### src/ext_mem_pkg.sv
// constants, types and helpers shared by the external memory width adapter
// What this block does
// RULE1 - hub side treats every target as byte addressed, 24-bit external byte space
// RULE2 - eight-bit memory takes all generated byte address lines one to one
// RULE3 - sixteen-bit memory wires its lowest input to line one, line zero unused
// RULE4 - sixteen-bit transfers advance the byte address by two per word
// RULE5 - sixteen-bit memory uses two data ports, eight-bit memory exactly one
// RULE6 - no single-byte transfer on sixteen-bit memory, so no odd burst counts
// RULE7 - eight-bit core reaches sixteen-bit memory only by other means such as DMA; the adapter still passes its aligned half and word requests
// RULE8 - wide core issues no byte or unaligned access to sixteen-bit memory
// RULE9 - DMA to eight-bit memory always uses a burst count of one
// RULE10 - two-byte burst to eight-bit memory goes out as one transfer, not split
// RULE11 - eight-bit variant decodes the upper half of its data space as external memory
// RULE12 - eight-bit variant decodes control registers in a 256-byte window
// RULE13 - wide variant decodes a 16 MB external RAM window as external memory
// RULE14 - wide variant decodes control registers in a 256-byte peripheral window
// RULE15 - hub wait states follow the clock divider: reads 1,3,5,7, writes 2,4,6,8
// RULE16 - even byte on the low data port, odd byte on the high data port
`default_nettype none
package ext_mem_pkg;
  // ***************************************************************
  // widths and address windows
  // ***************************************************************
  localparam int MEM_ADDR_W = 24;
  localparam logic [31:0] EXT8_LO = 32'h0080_0000;
  localparam logic [31:0] EXT8_HI = 32'h00ff_ffff;
  localparam logic [31:0] CTRL8_LO = 32'h0000_5400;
  localparam logic [31:0] CTRL8_HI = 32'h0000_54ff;
  localparam logic [31:0] EXT32_LO = 32'h6000_0000;
  localparam logic [31:0] EXT32_HI = 32'h60ff_ffff;
  localparam logic [31:0] CTRL32_LO = 32'h4000_5400;
  localparam logic [31:0] CTRL32_HI = 32'h4000_54ff;
  localparam logic [23:0] ADDR_STEP16 = 24'h00_0002;

  // ***************************************************************
  // access sizes and wait states per divider code 0..3
  // ***************************************************************
  localparam logic [1:0] SZ_BYTE = 2'h0;
  localparam logic [1:0] SZ_HALF = 2'h1;
  localparam logic [1:0] SZ_WORD = 2'h2;
  localparam logic [15:0] RD_WS_TABLE = 16'h7531;
  localparam logic [15:0] WR_WS_TABLE = 16'h8642;

  // one hub request
  typedef struct packed {
    logic [31:0] addr;
    logic write;
    logic [1:0] size;
    logic [31:0] wdata;
  } hub_req_t;

  // wait states of one beat for a divider code and direction
  function automatic logic [3:0] waits_for(input logic [1:0] div, input logic wr);
    logic [15:0] tbl;
    tbl = wr ? WR_WS_TABLE : RD_WS_TABLE;
    return tbl[{div, 2'b00} +: 4];
  endfunction

  // inclusive address window test
  function automatic logic in_window(input logic [31:0] a, input logic [31:0] lo,
                                     input logic [31:0] hi);
    return (a >= lo) && (a <= hi);
  endfunction
endpackage
`default_nettype wire

### src/ext_mem_wait_counter.sv
// wait state counter that times one memory beat
`default_nettype none
module ext_mem_wait_counter import ext_mem_pkg::*; (
  // clock and reset
  input wire logic clk_sys_in,
  input wire logic rst_n_in,
  // beat control
  input wire logic start_in,
  input wire logic write_in,
  input wire logic [1:0] div_in,
  output logic busy_out,
  output logic done_out
);
  logic [3:0] count;

  // load on start, count down to zero while busy
  always_ff @(posedge clk_sys_in or negedge rst_n_in) begin
    if (!rst_n_in) begin
      count <= 4'h0;
      busy_out <= 1'b0;
    end else if (start_in) begin
      count <= waits_for(div_in, write_in); // [RULE15]
      busy_out <= 1'b1;
    end else if (busy_out) begin
      if (count == 4'h0) begin
        busy_out <= 1'b0;
      end else begin
        count <= count - 4'h1;
      end
    end
  end

  // last cycle of the beat
  assign done_out = busy_out && (count == 4'h0);
endmodule
`default_nettype wire

### src/ext_mem_width_adapter.sv
// hub-side address decode and data width adaptation for external memory
`default_nettype none
module ext_mem_width_adapter import ext_mem_pkg::*; (
  // clock and reset
  input wire logic clk_sys_in,
  input wire logic rst_n_in,
  // static configuration
  input wire logic mem_width16_in,
  input wire logic cpu_wide_in,
  input wire logic [1:0] clk_div_in,
  // hub request
  input wire logic req_valid_in,
  input wire hub_req_t req_in,
  output logic req_ready_out,
  // hub answer
  output logic resp_valid_out,
  output logic resp_error_out,
  output logic [31:0] resp_rdata_out,
  // control register window
  output logic ctrl_access_out,
  output logic ctrl_write_out,
  output logic [7:0] ctrl_offset_out,
  output logic [7:0] ctrl_wdata_out,
  // external memory address and strobe
  output logic [23:0] mem_addr_out,
  output logic mem_strobe_out,
  output logic mem_write_out,
  // low data port
  input wire logic [7:0] data_lo_in,
  output logic [7:0] data_lo_out,
  output logic data_lo_oe_out,
  // high data port
  input wire logic [7:0] data_hi_in,
  output logic [7:0] data_hi_out,
  output logic data_hi_oe_out
);
  // ***************************************************************
  // state and decode
  // ***************************************************************
  typedef enum logic [1:0] {
    ST_IDLE = 2'b00,
    ST_BEAT = 2'b01,
    ST_RESP = 2'b10
  } state_t;

  state_t state;
  state_t next_state;
  hub_req_t req_q;
  logic take;
  logic hit_ext;
  logic hit_ctrl;
  logic bad_access;
  logic go_ext;
  logic beat_idx;
  logic last_beat;
  logic ws_start;
  logic ws_write;
  logic ws_busy;
  logic ws_done;
  logic [3:0] beat_len;

  assign take = req_valid_in && req_ready_out;

  // window decode on byte addresses for either core variant
  always_comb begin
    if (cpu_wide_in) begin
      hit_ext = in_window(req_in.addr, EXT32_LO, EXT32_HI); // [RULE13] [RULE1]
      hit_ctrl = in_window(req_in.addr, CTRL32_LO, CTRL32_HI); // [RULE14]
    end else begin
      hit_ext = in_window(req_in.addr, EXT8_LO, EXT8_HI); // [RULE11] [RULE1]
      hit_ctrl = in_window(req_in.addr, CTRL8_LO, CTRL8_HI); // [RULE12]
    end
  end

  // byte and unaligned accesses cannot be carried on a 16-bit memory
  always_comb begin
    bad_access = 1'b0;
    if (mem_width16_in) begin
      unique case (req_in.size)
        SZ_BYTE: bad_access = 1'b1; // [RULE6]
        SZ_HALF: bad_access = req_in.addr[0]; // [RULE8]
        default: bad_access = (req_in.addr[1:0] != 2'b00); // [RULE8]
      endcase
    end
  end

  assign go_ext = take && hit_ext && !bad_access;

  // a beat starts on acceptance and again for the second word
  assign ws_start = go_ext || ((state == ST_BEAT) && ws_done && !last_beat);
  assign ws_write = go_ext ? req_in.write : req_q.write;

  ext_mem_wait_counter u_wait (
    .clk_sys_in(clk_sys_in),
    .rst_n_in(rst_n_in),
    .start_in(ws_start),
    .write_in(ws_write),
    .div_in(clk_div_in),
    .busy_out(ws_busy),
    .done_out(ws_done)
  );

  // ***************************************************************
  // sequencing
  // ***************************************************************
  // next state
  always_comb begin
    next_state = state;
    unique case (state)
      ST_IDLE: begin
        if (take) begin
          next_state = go_ext ? ST_BEAT : ST_RESP;
        end
      end
      ST_BEAT: begin
        if (ws_done && last_beat) begin
          next_state = ST_RESP;
        end
      end
      ST_RESP: next_state = ST_IDLE;
      default: next_state = ST_IDLE;
    endcase
  end

  // state register and ready
  always_ff @(posedge clk_sys_in or negedge rst_n_in) begin
    if (!rst_n_in) begin
      state <= ST_IDLE;
      req_ready_out <= 1'b1;
    end else begin
      state <= next_state;
      req_ready_out <= (next_state == ST_IDLE);
    end
  end

  // request capture and beat bookkeeping
  always_ff @(posedge clk_sys_in or negedge rst_n_in) begin
    if (!rst_n_in) begin
      req_q <= '0;
      beat_idx <= 1'b0;
      last_beat <= 1'b1;
    end else if (take) begin
      req_q <= req_in;
      beat_idx <= 1'b0;
      // a wide word splits into two words; on 8-bit memory nothing splits
      last_beat <= !(mem_width16_in && (req_in.size == SZ_WORD)); // [RULE10]
    end else if ((state == ST_BEAT) && ws_done && !last_beat) begin
      beat_idx <= 1'b1;
      last_beat <= 1'b1;
    end
  end

  // ***************************************************************
  // memory side
  // ***************************************************************
  // address, strobe and write data per beat
  always_ff @(posedge clk_sys_in or negedge rst_n_in) begin
    if (!rst_n_in) begin
      mem_addr_out <= 24'h00_0000;
      mem_strobe_out <= 1'b0;
      mem_write_out <= 1'b0;
      data_lo_out <= 8'h00;
      data_hi_out <= 8'h00;
      data_lo_oe_out <= 1'b0;
      data_hi_oe_out <= 1'b0;
    end else if (go_ext) begin
      mem_addr_out <= req_in.addr[MEM_ADDR_W-1:0]; // [RULE2] [RULE3]
      mem_strobe_out <= 1'b1;
      mem_write_out <= req_in.write;
      data_lo_out <= req_in.wdata[7:0]; // [RULE16]
      data_hi_out <= req_in.wdata[15:8]; // [RULE16]
      data_lo_oe_out <= req_in.write;
      data_hi_oe_out <= req_in.write && mem_width16_in; // [RULE5]
    end else if ((state == ST_BEAT) && ws_done) begin
      if (!last_beat) begin
        mem_addr_out <= mem_addr_out + ADDR_STEP16; // [RULE4]
        data_lo_out <= req_q.wdata[23:16];
        data_hi_out <= req_q.wdata[31:24];
      end else begin
        mem_strobe_out <= 1'b0;
        mem_write_out <= 1'b0;
        data_lo_oe_out <= 1'b0;
        data_hi_oe_out <= 1'b0;
      end
    end
  end

  // read data gathered from the ports at the end of each beat
  always_ff @(posedge clk_sys_in or negedge rst_n_in) begin
    if (!rst_n_in) begin
      resp_rdata_out <= 32'h0000_0000;
    end else if (take) begin
      resp_rdata_out <= 32'h0000_0000;
    end else if ((state == ST_BEAT) && ws_done && !req_q.write) begin
      if (mem_width16_in) begin
        resp_rdata_out[{beat_idx, 4'h0} +: 16] <= {data_hi_in, data_lo_in}; // [RULE16]
      end else begin
        resp_rdata_out[7:0] <= data_lo_in; // [RULE10]
      end
    end
  end

  // ***************************************************************
  // answer and control window
  // ***************************************************************
  // one-cycle answer, error on a miss or an illegal access
  always_ff @(posedge clk_sys_in or negedge rst_n_in) begin
    if (!rst_n_in) begin
      resp_valid_out <= 1'b0;
      resp_error_out <= 1'b0;
    end else begin
      resp_valid_out <= (next_state == ST_RESP);
      if (take) begin
        resp_error_out <= hit_ext ? bad_access : !hit_ctrl; // [RULE6] [RULE8]
      end
    end
  end

  // control register access strobe
  always_ff @(posedge clk_sys_in or negedge rst_n_in) begin
    if (!rst_n_in) begin
      ctrl_access_out <= 1'b0;
      ctrl_write_out <= 1'b0;
      ctrl_offset_out <= 8'h00;
      ctrl_wdata_out <= 8'h00;
    end else begin
      ctrl_access_out <= take && hit_ctrl; // [RULE12] [RULE14]
      if (take && hit_ctrl) begin
        ctrl_write_out <= req_in.write;
        ctrl_offset_out <= req_in.addr[7:0];
        ctrl_wdata_out <= req_in.wdata[7:0];
      end
    end
  end

  // ***************************************************************
  // checks
  // ***************************************************************
  // cycles elapsed in the current beat
  always_ff @(posedge clk_sys_in or negedge rst_n_in) begin
    if (!rst_n_in) begin
      beat_len <= 4'h0;
    end else if (ws_start) begin
      beat_len <= 4'h0;
    end else if (ws_busy) begin
      beat_len <= beat_len + 4'h1;
    end
  end

  ext8_decode_a: assert property (@(posedge clk_sys_in) disable iff (!rst_n_in) // [RULE11]
    (take && !cpu_wide_in && (req_in.addr[31:23] == 9'h001)) |-> hit_ext)
    else $error("upper half not decoded as external memory");
  ctrl8_decode_a: assert property (@(posedge clk_sys_in) disable iff (!rst_n_in) // [RULE12]
    (take && !cpu_wide_in && (req_in.addr[31:8] == 24'h00_0054))
      |=> ctrl_access_out && (ctrl_offset_out == $past(req_in.addr[7:0])))
    else $error("narrow control window missed");
  ext32_decode_a: assert property (@(posedge clk_sys_in) disable iff (!rst_n_in) // [RULE13]
    (take && cpu_wide_in && (req_in.addr[31:24] == 8'h60) && !bad_access)
      |=> (state == ST_BEAT) && mem_strobe_out)
    else $error("external ram window not started");
  ctrl32_decode_a: assert property (@(posedge clk_sys_in) disable iff (!rst_n_in) // [RULE14]
    (take && cpu_wide_in && (req_in.addr[31:8] == 24'h40_0054)) |=> ctrl_access_out)
    else $error("wide control window missed");
  addr_step_a: assert property (@(posedge clk_sys_in) disable iff (!rst_n_in) // [RULE4]
    $rose(beat_idx) |-> (mem_addr_out == $past(mem_addr_out) + ADDR_STEP16))
    else $error("second word not two bytes on");
  byte16_reject_a: assert property (@(posedge clk_sys_in) disable iff (!rst_n_in) // [RULE6]
    (take && mem_width16_in && hit_ext && (req_in.size == SZ_BYTE))
      |=> resp_valid_out && resp_error_out && !mem_strobe_out)
    else $error("byte access reached 16-bit memory");
  wait_count_a: assert property (@(posedge clk_sys_in) disable iff (!rst_n_in) // [RULE15]
    ws_done |-> (beat_len == waits_for(clk_div_in, req_q.write)))
    else $error("beat length differs from wait states");
  narrow_single_a: assert property (@(posedge clk_sys_in) disable iff (!rst_n_in) // [RULE10]
    (go_ext && !mem_width16_in) |=> last_beat && !data_hi_oe_out)
    else $error("narrow memory access was split");
  low_lane_a: assert property (@(posedge clk_sys_in) disable iff (!rst_n_in) // [RULE16]
    (go_ext && req_in.write && mem_width16_in)
      |=> (data_lo_out == $past(req_in.wdata[7:0])) && data_hi_oe_out)
    else $error("even byte not on low data port");
endmodule
`default_nettype wire

### config.mk
export PLATFORM = sky130hd
export DESIGN_NAME = ext_mem_width_adapter
export DESIGN_NICKNAME = d
export VERILOG_FILES = /design/src/ext_mem_pkg.sv /design/src/ext_mem_wait_counter.sv /design/src/ext_mem_width_adapter.sv
export SDC_FILE = /design/constraint.sdc
export NUM_CORES = 1
export LEC_CHECK = 0
export BUFFER_PORTS_ARGS = -buffer_cell sky130_fd_sc_hd__buf_2
export CAP_MARGIN = 30
export CORE_MARGIN = 1.5
export CORE_UTILIZATION = 50
export DETAILED_ROUTE_END_ITERATION = 8
export GPL_ROUTABILITY_DRIVEN = 0
export PLACE_DENSITY = 0.9
export SLEW_MARGIN = 20
export SYNTH_ARGS = -nofsm -noshare
export SYNTH_HDL_FRONTEND = slang
export SYNTH_SLANG_ARGS = --single-unit
### constraint.sdc
create_clock -name clk_sys_in -period 2.83 [get_ports clk_sys_in]
set_input_delay 0.1415 -clock clk_sys_in [delete_from_list [all_inputs] [get_ports clk_sys_in]]
set_output_delay 0.1415 -clock clk_sys_in [all_outputs]
set_load 0.02 [all_outputs]
Word-level counts from Yosys, hierarchy flattened
Index checks and enable logic that the tools add are counted.
{"block": "word_totals", "ff_bits": 138, "inputBits": 90, "out_inout_bits": 97, "word_cells": 117}
{"block": "op_classes", "mux": 39, "n_eq_ne": 6, "magnitude_cmp": 8, "reduce_logical": 36, "n_shift": 3, "n_addsub": 3}
{"cell": "2-to-1 mux 24 bit", "n": 4}
{"cell": ">= comparator 32 x 31 -> 1 bit (second input constant)", "n": 2}
{"cell": "less-or-equal comparator 32 x 31 -> 1 bit (second input constant)", "n": 2}
{"cell": "2-to-1 mux 32 bit", "n": 2}
{"cell": "2-to-1 mux 8 bit", "n": 7}
{"cell": "bitwise mux 32 bit", "n": 1}
{"cell": ">= comparator 32 x 15 -> 1 bit (second input constant)", "n": 1}
{"cell": ">= comparator 32 x 24 -> 1 bit (second input constant)", "n": 1}
{"cell": "less-or-equal comparator 32 x 15 -> 1 bit (second input constant)", "n": 1}
{"cell": "less-or-equal comparator 32 x 24 -> 1 bit (second input constant)", "n": 1}
{"cell": "variable shift 16 x 7 -> 32 bit (first input constant)", "n": 1}
{"cell": "variable part select 16 x 7 -> 32 bit", "n": 1}
{"cell": "adder 24 x 2 -> 24 bit (second input constant)", "n": 1}
{"cell": "2-to-1 mux 1 bit", "n": 16}
{"cell": "2-to-1 mux 16 bit", "n": 1}
{"cell": "variable part select 16 x 5 -> 4 bit", "n": 1}
{"cell": "logical AND 1 bit", "n": 15}
{"cell": "nonzero test 2 bit", "n": 7}
{"cell": "2-to-1 mux 4 bit", "n": 3}
{"cell": "AND reduction 2 bit", "n": 4}
{"cell": "negator 5 -> 7 bit", "n": 1}
{"cell": "zero test 2 bit", "n": 3}
{"cell": "2-to-1 mux 2 bit", "n": 3}
{"cell": "zero test 1 bit", "n": 5}
{"cell": "other kinds (9)", "n": 11}

Depth between registers and ports, before layout
{"block": "depth", "ltp_word": 9, "mapped_depth": 11, "mapped_depth_nobuf": 9}

Cells and area by module
A second synthesis with hierarchy kept.
{"block": "hier_totals", "cells_unflattened": 505, "hier_area_um2": 5442.7}
{"mod": "ext_mem_width_adapter", "area_per_inst_um2": 5116.2, "instances": 1, "seq_area_each_um2": 2930.3, "cells_per_inst": 470}
{"mod": "ext_mem_wait_counter", "area_per_inst_um2": 326.6, "instances": 1, "seq_area_each_um2": 125.1, "cells_per_inst": 35}

Worst setup path before layout
No wires, ideal clock.
{"block": "synth_path", "path_kind": "register to register", "start": "reg u_wait.count[0]", "end": "reg mem_addr_out[21]", "arrival_ns": 2.307, "required_ns": 2.702, "slack_ns": 0.396, "n_path_buf": 2, "path_stages_with_launch": 10, "period_less_slack_ns": 2.434, "setup_ns": 0.128, "cell_sequence": "dfrtp_1 -> inv_1 -> ha_1 -> or3b_1 -> buf_6 -> or4_4 -> buf_6 -> nor4_4 -> xor2_1 -> mux2_1"}
{"block": "synth_via", "elab_chain_len": 5}
{"item": "start, declared", "line_no": "ext_mem_wait_counter.sv:14", "text": "logic [3:0] count;"}
{"item": "start signal, assigned", "line_no": "ext_mem_wait_counter.sv:22", "text": "count <= waits_for(div_in, write_in);"}
{"item": "start signal, assigned", "line_no": "ext_mem_wait_counter.sv:28", "text": "count <= count - 4'h1;"}
{"item": "zero test 4 bit", "line_no": "ext_mem_wait_counter.sv:34", "text": "assign done_out = busy_out && (count == 4'h0);"}
{"item": "logical AND 1 bit", "line_no": "ext_mem_wait_counter.sv:34"}
{"item": "logical AND 1 bit", "line_no": "ext_mem_width_adapter.sv:174", "text": "end else if ((state == ST_BEAT) && ws_done) begin"}
{"item": "nonzero test 2 bit (no line)"}
{"item": "AND reduction 2 bit (no line)"}
{"item": "end signal, assigned", "line_no": "ext_mem_width_adapter.sv:167", "text": "mem_addr_out <= req_in.addr[MEM_ADDR_W-1:0];"}
{"item": "end signal, assigned", "line_no": "ext_mem_width_adapter.sv:176", "text": "mem_addr_out <= mem_addr_out + ADDR_STEP16;"}
{"item": "end, declared", "line_no": "ext_mem_width_adapter.sv:25", "text": "output logic [23:0] mem_addr_out,"}
No other way between the ends.
A chain may end at the register's enable or synchronous reset.

Worst setup path after layout
{"block": "layout_path", "start": "reg u_wait.count[0]", "end": "reg mem_addr_out[10]"}
Same word-level chain as after synthesis.

==> impl_metrics.json <==
{
  "outcome": "finished clean",
  "tritoncts_num_sinks": 122,
  "total_power_mw": 4.803,
  "timing.setup.critical_path_class": "register to register",
  "wl_per_cell_um": 19.73,
  "worst_hold_startpoint": "clk_div_in[0]",
  "cts-root-buf": "sky130_fd_sc_hd__clkbuf_8",
  "finalSetupTns_ns": 0,
  "ys.flop_type": "sky130_fd_sc_hd__dfrtp_1",
  "timing.reg2reg.worst_path_depth": 7,
  "fin_crit_ns": 2.675,
  "multi_input_area_um2": 2278,
  "max-clock-path-buffers": 2,
  "grt.overflow.total": 0,
  "ctsHtreeMaxLevel": 4,
  "min_to": "u_wait.count[1]",
  "first_iter_violations": 484,
  "port_buffers": 186,
  "finalSetupViolCount": 0,
  "finalCritPeriodShare_pct": 94.52,
  "r2r_slack_ns": 0.16,
  "cts_buffer_count": 17,
  "fillerInstances": 657,
  "total_leakage_power_nw": 3.859,
  "met3_usage_pct": 8.596,
  "dp_cells": 809,
  "post-place-ws_ns": 0.3004,
  "drtPass1Iterations": 7,
  "grt.met1_usage_pct": 37.65,
  "cp_max_fo": 12,
  "postLayoutCoreUtil_pct": 74.14,
  "p_per_area_nw_per_um2": 602.9,
  "fin_hold_ws_ns": 0.01433,
  "via_count": 5319,
  "core-area_um2": 10750,
  "syn-cell-area_um2": 5485,
  "synthesis.area_per_instance_um2": 10.93,
  "antenna_violations_before_repair": 1,
  "postSynthRegisterBits": 122,
  "met2_usage_pct": 53.59,
  "die_area_um2": 11610,
  "gr-usage-all-layers_pct": 32.33,
  "grt_first_pass_wirelength_mm": 28.20,
  "vias_in_the_first_global_route": 5600,
  "grt_setup_unrepaired": "no",
  "drt.antenna.violating_nets": 0,
  "synthesis.yosys.warnings": 0,
  "die_height_um": 107.7,
  "synth.yosys.seq_area_share_pct": 55.70,
  "floorplan.die.width_um": 107.7,
  "synth-edff-count": 0,
  "cts_setup_buffers": 0,
  "crit-reg2reg-capture": "mem_addr_out[10]",
  "synth_nets": 596,
  "num_rows": 38,
  "final_std_cell_area_no_fill_um2": 7966,
  "ctsResizeCount": 0,
  "final_wirelength_mm": 18.15,
  "clkTransAtPathRegs_ns": 0.06,
  "fin_nets": 860,
  "final_hold_viol_count": 0,
  "detail_route.drc_violations": 0,
  "max_slew.worst_pin.slew_ns": 0.8595,
  "clkLatencyLatePin_ns": 0.52,
  "rr_startpoint": "u_wait.count[0]",
  "timing.hold.worst.class": "primary input to register",
  "maxSlewViolCount": 0,
  "timing.critical_path.from_type": "register",
  "min_path_cells": 3,
  "max_cap_violations": 0,
  "io_pins": 187,
  "synth_cells": 502,
  "worst_ep_required_time_ns": 3.22,
  "detailed_place_hpwl_mm": 10.40,
  "fmax_mhz": 373.8,
  "initial_core_util_pct": 51.05,
  "cts_hold_buffers": 78,
  "ir_drop_uv": 416.0,
  "timing.slew.headroom_pct": 42.70,
  "placedInstanceArea_um2": 6565,
  "netlist-cell-type-count": 49,
  "final_layout_size_suffix_gt1_share_pct": 33.80,
  "worst_setup_path_end_kind": "register",
  "tritoncts_clock_tree": "built",
  "area_growth_pct": 45.23,
  "share_of_async_settable_or_async_resettable_flops_after_synthesis_pct": 100.0,
  "ratio_of_routed_vias_to_standard_cells": 5.782,
  "final_cells": 920,
  "clock-skew-final_ns": 0.01042,
  "grt.busiest_layer": "met2",
  "maximum_number_of_pins_on_one_net_before_global_route_repair": 84,
  "arrival_ns": 3.07,
  "final-seq-area_um2": 3055,
  "post-route-worst-setup-slack_ns": 0.1551
}
-- critical path: stages (launching register included) --
cell                      delay [ns]
sky130_fd_sc_hd__dfrtp_1        0.40
sky130_fd_sc_hd__inv_1          0.06
sky130_fd_sc_hd__ha_1           0.16
sky130_fd_sc_hd__or3b_1         0.52
sky130_fd_sc_hd__or4_4          0.69
sky130_fd_sc_hd__nor4_2         0.45
sky130_fd_sc_hd__xnor2_1        0.19
sky130_fd_sc_hd__o21ai_1        0.09
-- layer usage --
metal / share of wire (%) / vias to the layer above
met5: 0 / -
met4: 4.9 / 0
met3: 7.0 / 85
met2: 51 / 336
met1: 37 / 2595
li1: - / 2303
-- kinds of logic (layout without fill, tap and decap cells) --
family / count (synthesis) / count (layout) / share of synthesized area (%)
other: 0 / 2 / 0
xor gates and xnor gates: 26 / 26 / 4.151
muxes: 43 / 43 / 8.349
AOI/OAI and AO/OA: 89 / 89 / 10.83
DFF: 122 / 122 / 55.70
buffers and inverters: 35 / 311 / 3.102
and+or+nand+nor: 183 / 183 / 16.95
adders and majority gates: 4 / 4 / 0.9124
-- worst max path at each step --
stage	cells past startpoint	start	end	slack, ns
after global placement	7	u_wait.count[0]	mem_addr_out[21]	0.37
after floorplan	9	u_wait.count[0]	mem_addr_out[21]	0.40
after CTS	7	u_wait.count[0]	mem_addr_out[10]	0.25
after detailed placement	7	u_wait.count[0]	mem_addr_out[21]	0.30
final	7	u_wait.count[0]	mem_addr_out[10]	0.16
after global routing	7	u_wait.count[0]	mem_addr_out[10]	0.08
-- Yosys cell counts (9+ instances only) --
cell,instances,area (µm²)
sky130_fd_sc_hd__dfrtp_1,120,3003
sky130_fd_sc_hd__nand2_1,108,405.4
sky130_fd_sc_hd__o21ai_0,33,165.2
sky130_fd_sc_hd__a22o_1,32,280.3
sky130_fd_sc_hd__mux2_2,21,236.5
sky130_fd_sc_hd__mux2i_1,21,210.2
sky130_fd_sc_hd__xnor2_1,16,140.1
sky130_fd_sc_hd__clkbuf_1,12,45.04
sky130_fd_sc_hd__nand3_1,11,55.05
sky130_fd_sc_hd__xor2_1,10,87.58
sky130_fd_sc_hd__nand4_1,9,56.30
sky130_fd_sc_hd__nor2_1,9,33.78
sky130_fd_sc_hd__o21ai_1,9,45.04
-- state kept, by name, summed over array words and instances (netlist names), 2 cells and up --
| signal | cells |
|---|---|
| u_wait.count | 4 |
| ctrl_wdata_out | 8 |
| data_hi_out | 8 |
| resp_rdata_out | 32 |
| data_lo_out | 8 |
| state | 2 |
| ctrl_offset_out | 8 |
| req_q | 17 |
| mem_addr_out | 24 |
-- area by class of cell --
| cell class | instances | share of cell area (%) |
|---|---|---|
| Antenna cell | 2 | 0.06282 |
| Tap cell | 140 | 2.199 |
| Timing Repair Buffer | 274 | 22.77 |
| Inverter | 6 | 0.2827 |
| Clock buffer | 20 | 5.591 |
| Clock inverter | 11 | 2.136 |
| Sequential cell | 122 | 38.35 |
| Multi-Input combinational cell | 345 | 28.60 |
-- report_power, final --
group / switching [mW] / internal [mW] / leakage (nW)
logic: 0.331 / 0.263 / 2.11
registers: 0.0925 / 1.85 / 1.46
clock network: 0.795 / 1.47 / 0.281
-- placed cells by master, fill, tap and decap left out, drive strengths merged, types with 4 or more instances in the layout --
cell and instances:
buf 196, dfrtp 120, nand2 108, dlygate4sd3 78, o21ai 42, a22o 32
mux2 22, mux2i 21, clkbuf 20, xnor2 16, nand3 11, nor4 11
xor2 10, nor2 9, nand4 9, nor3 8, a21oi 7, inv 6
clkinvlp 6, and3 5, or4 5, ha 4, bufinv 4
Note: power is estimated with default switching activity, not from simulation.
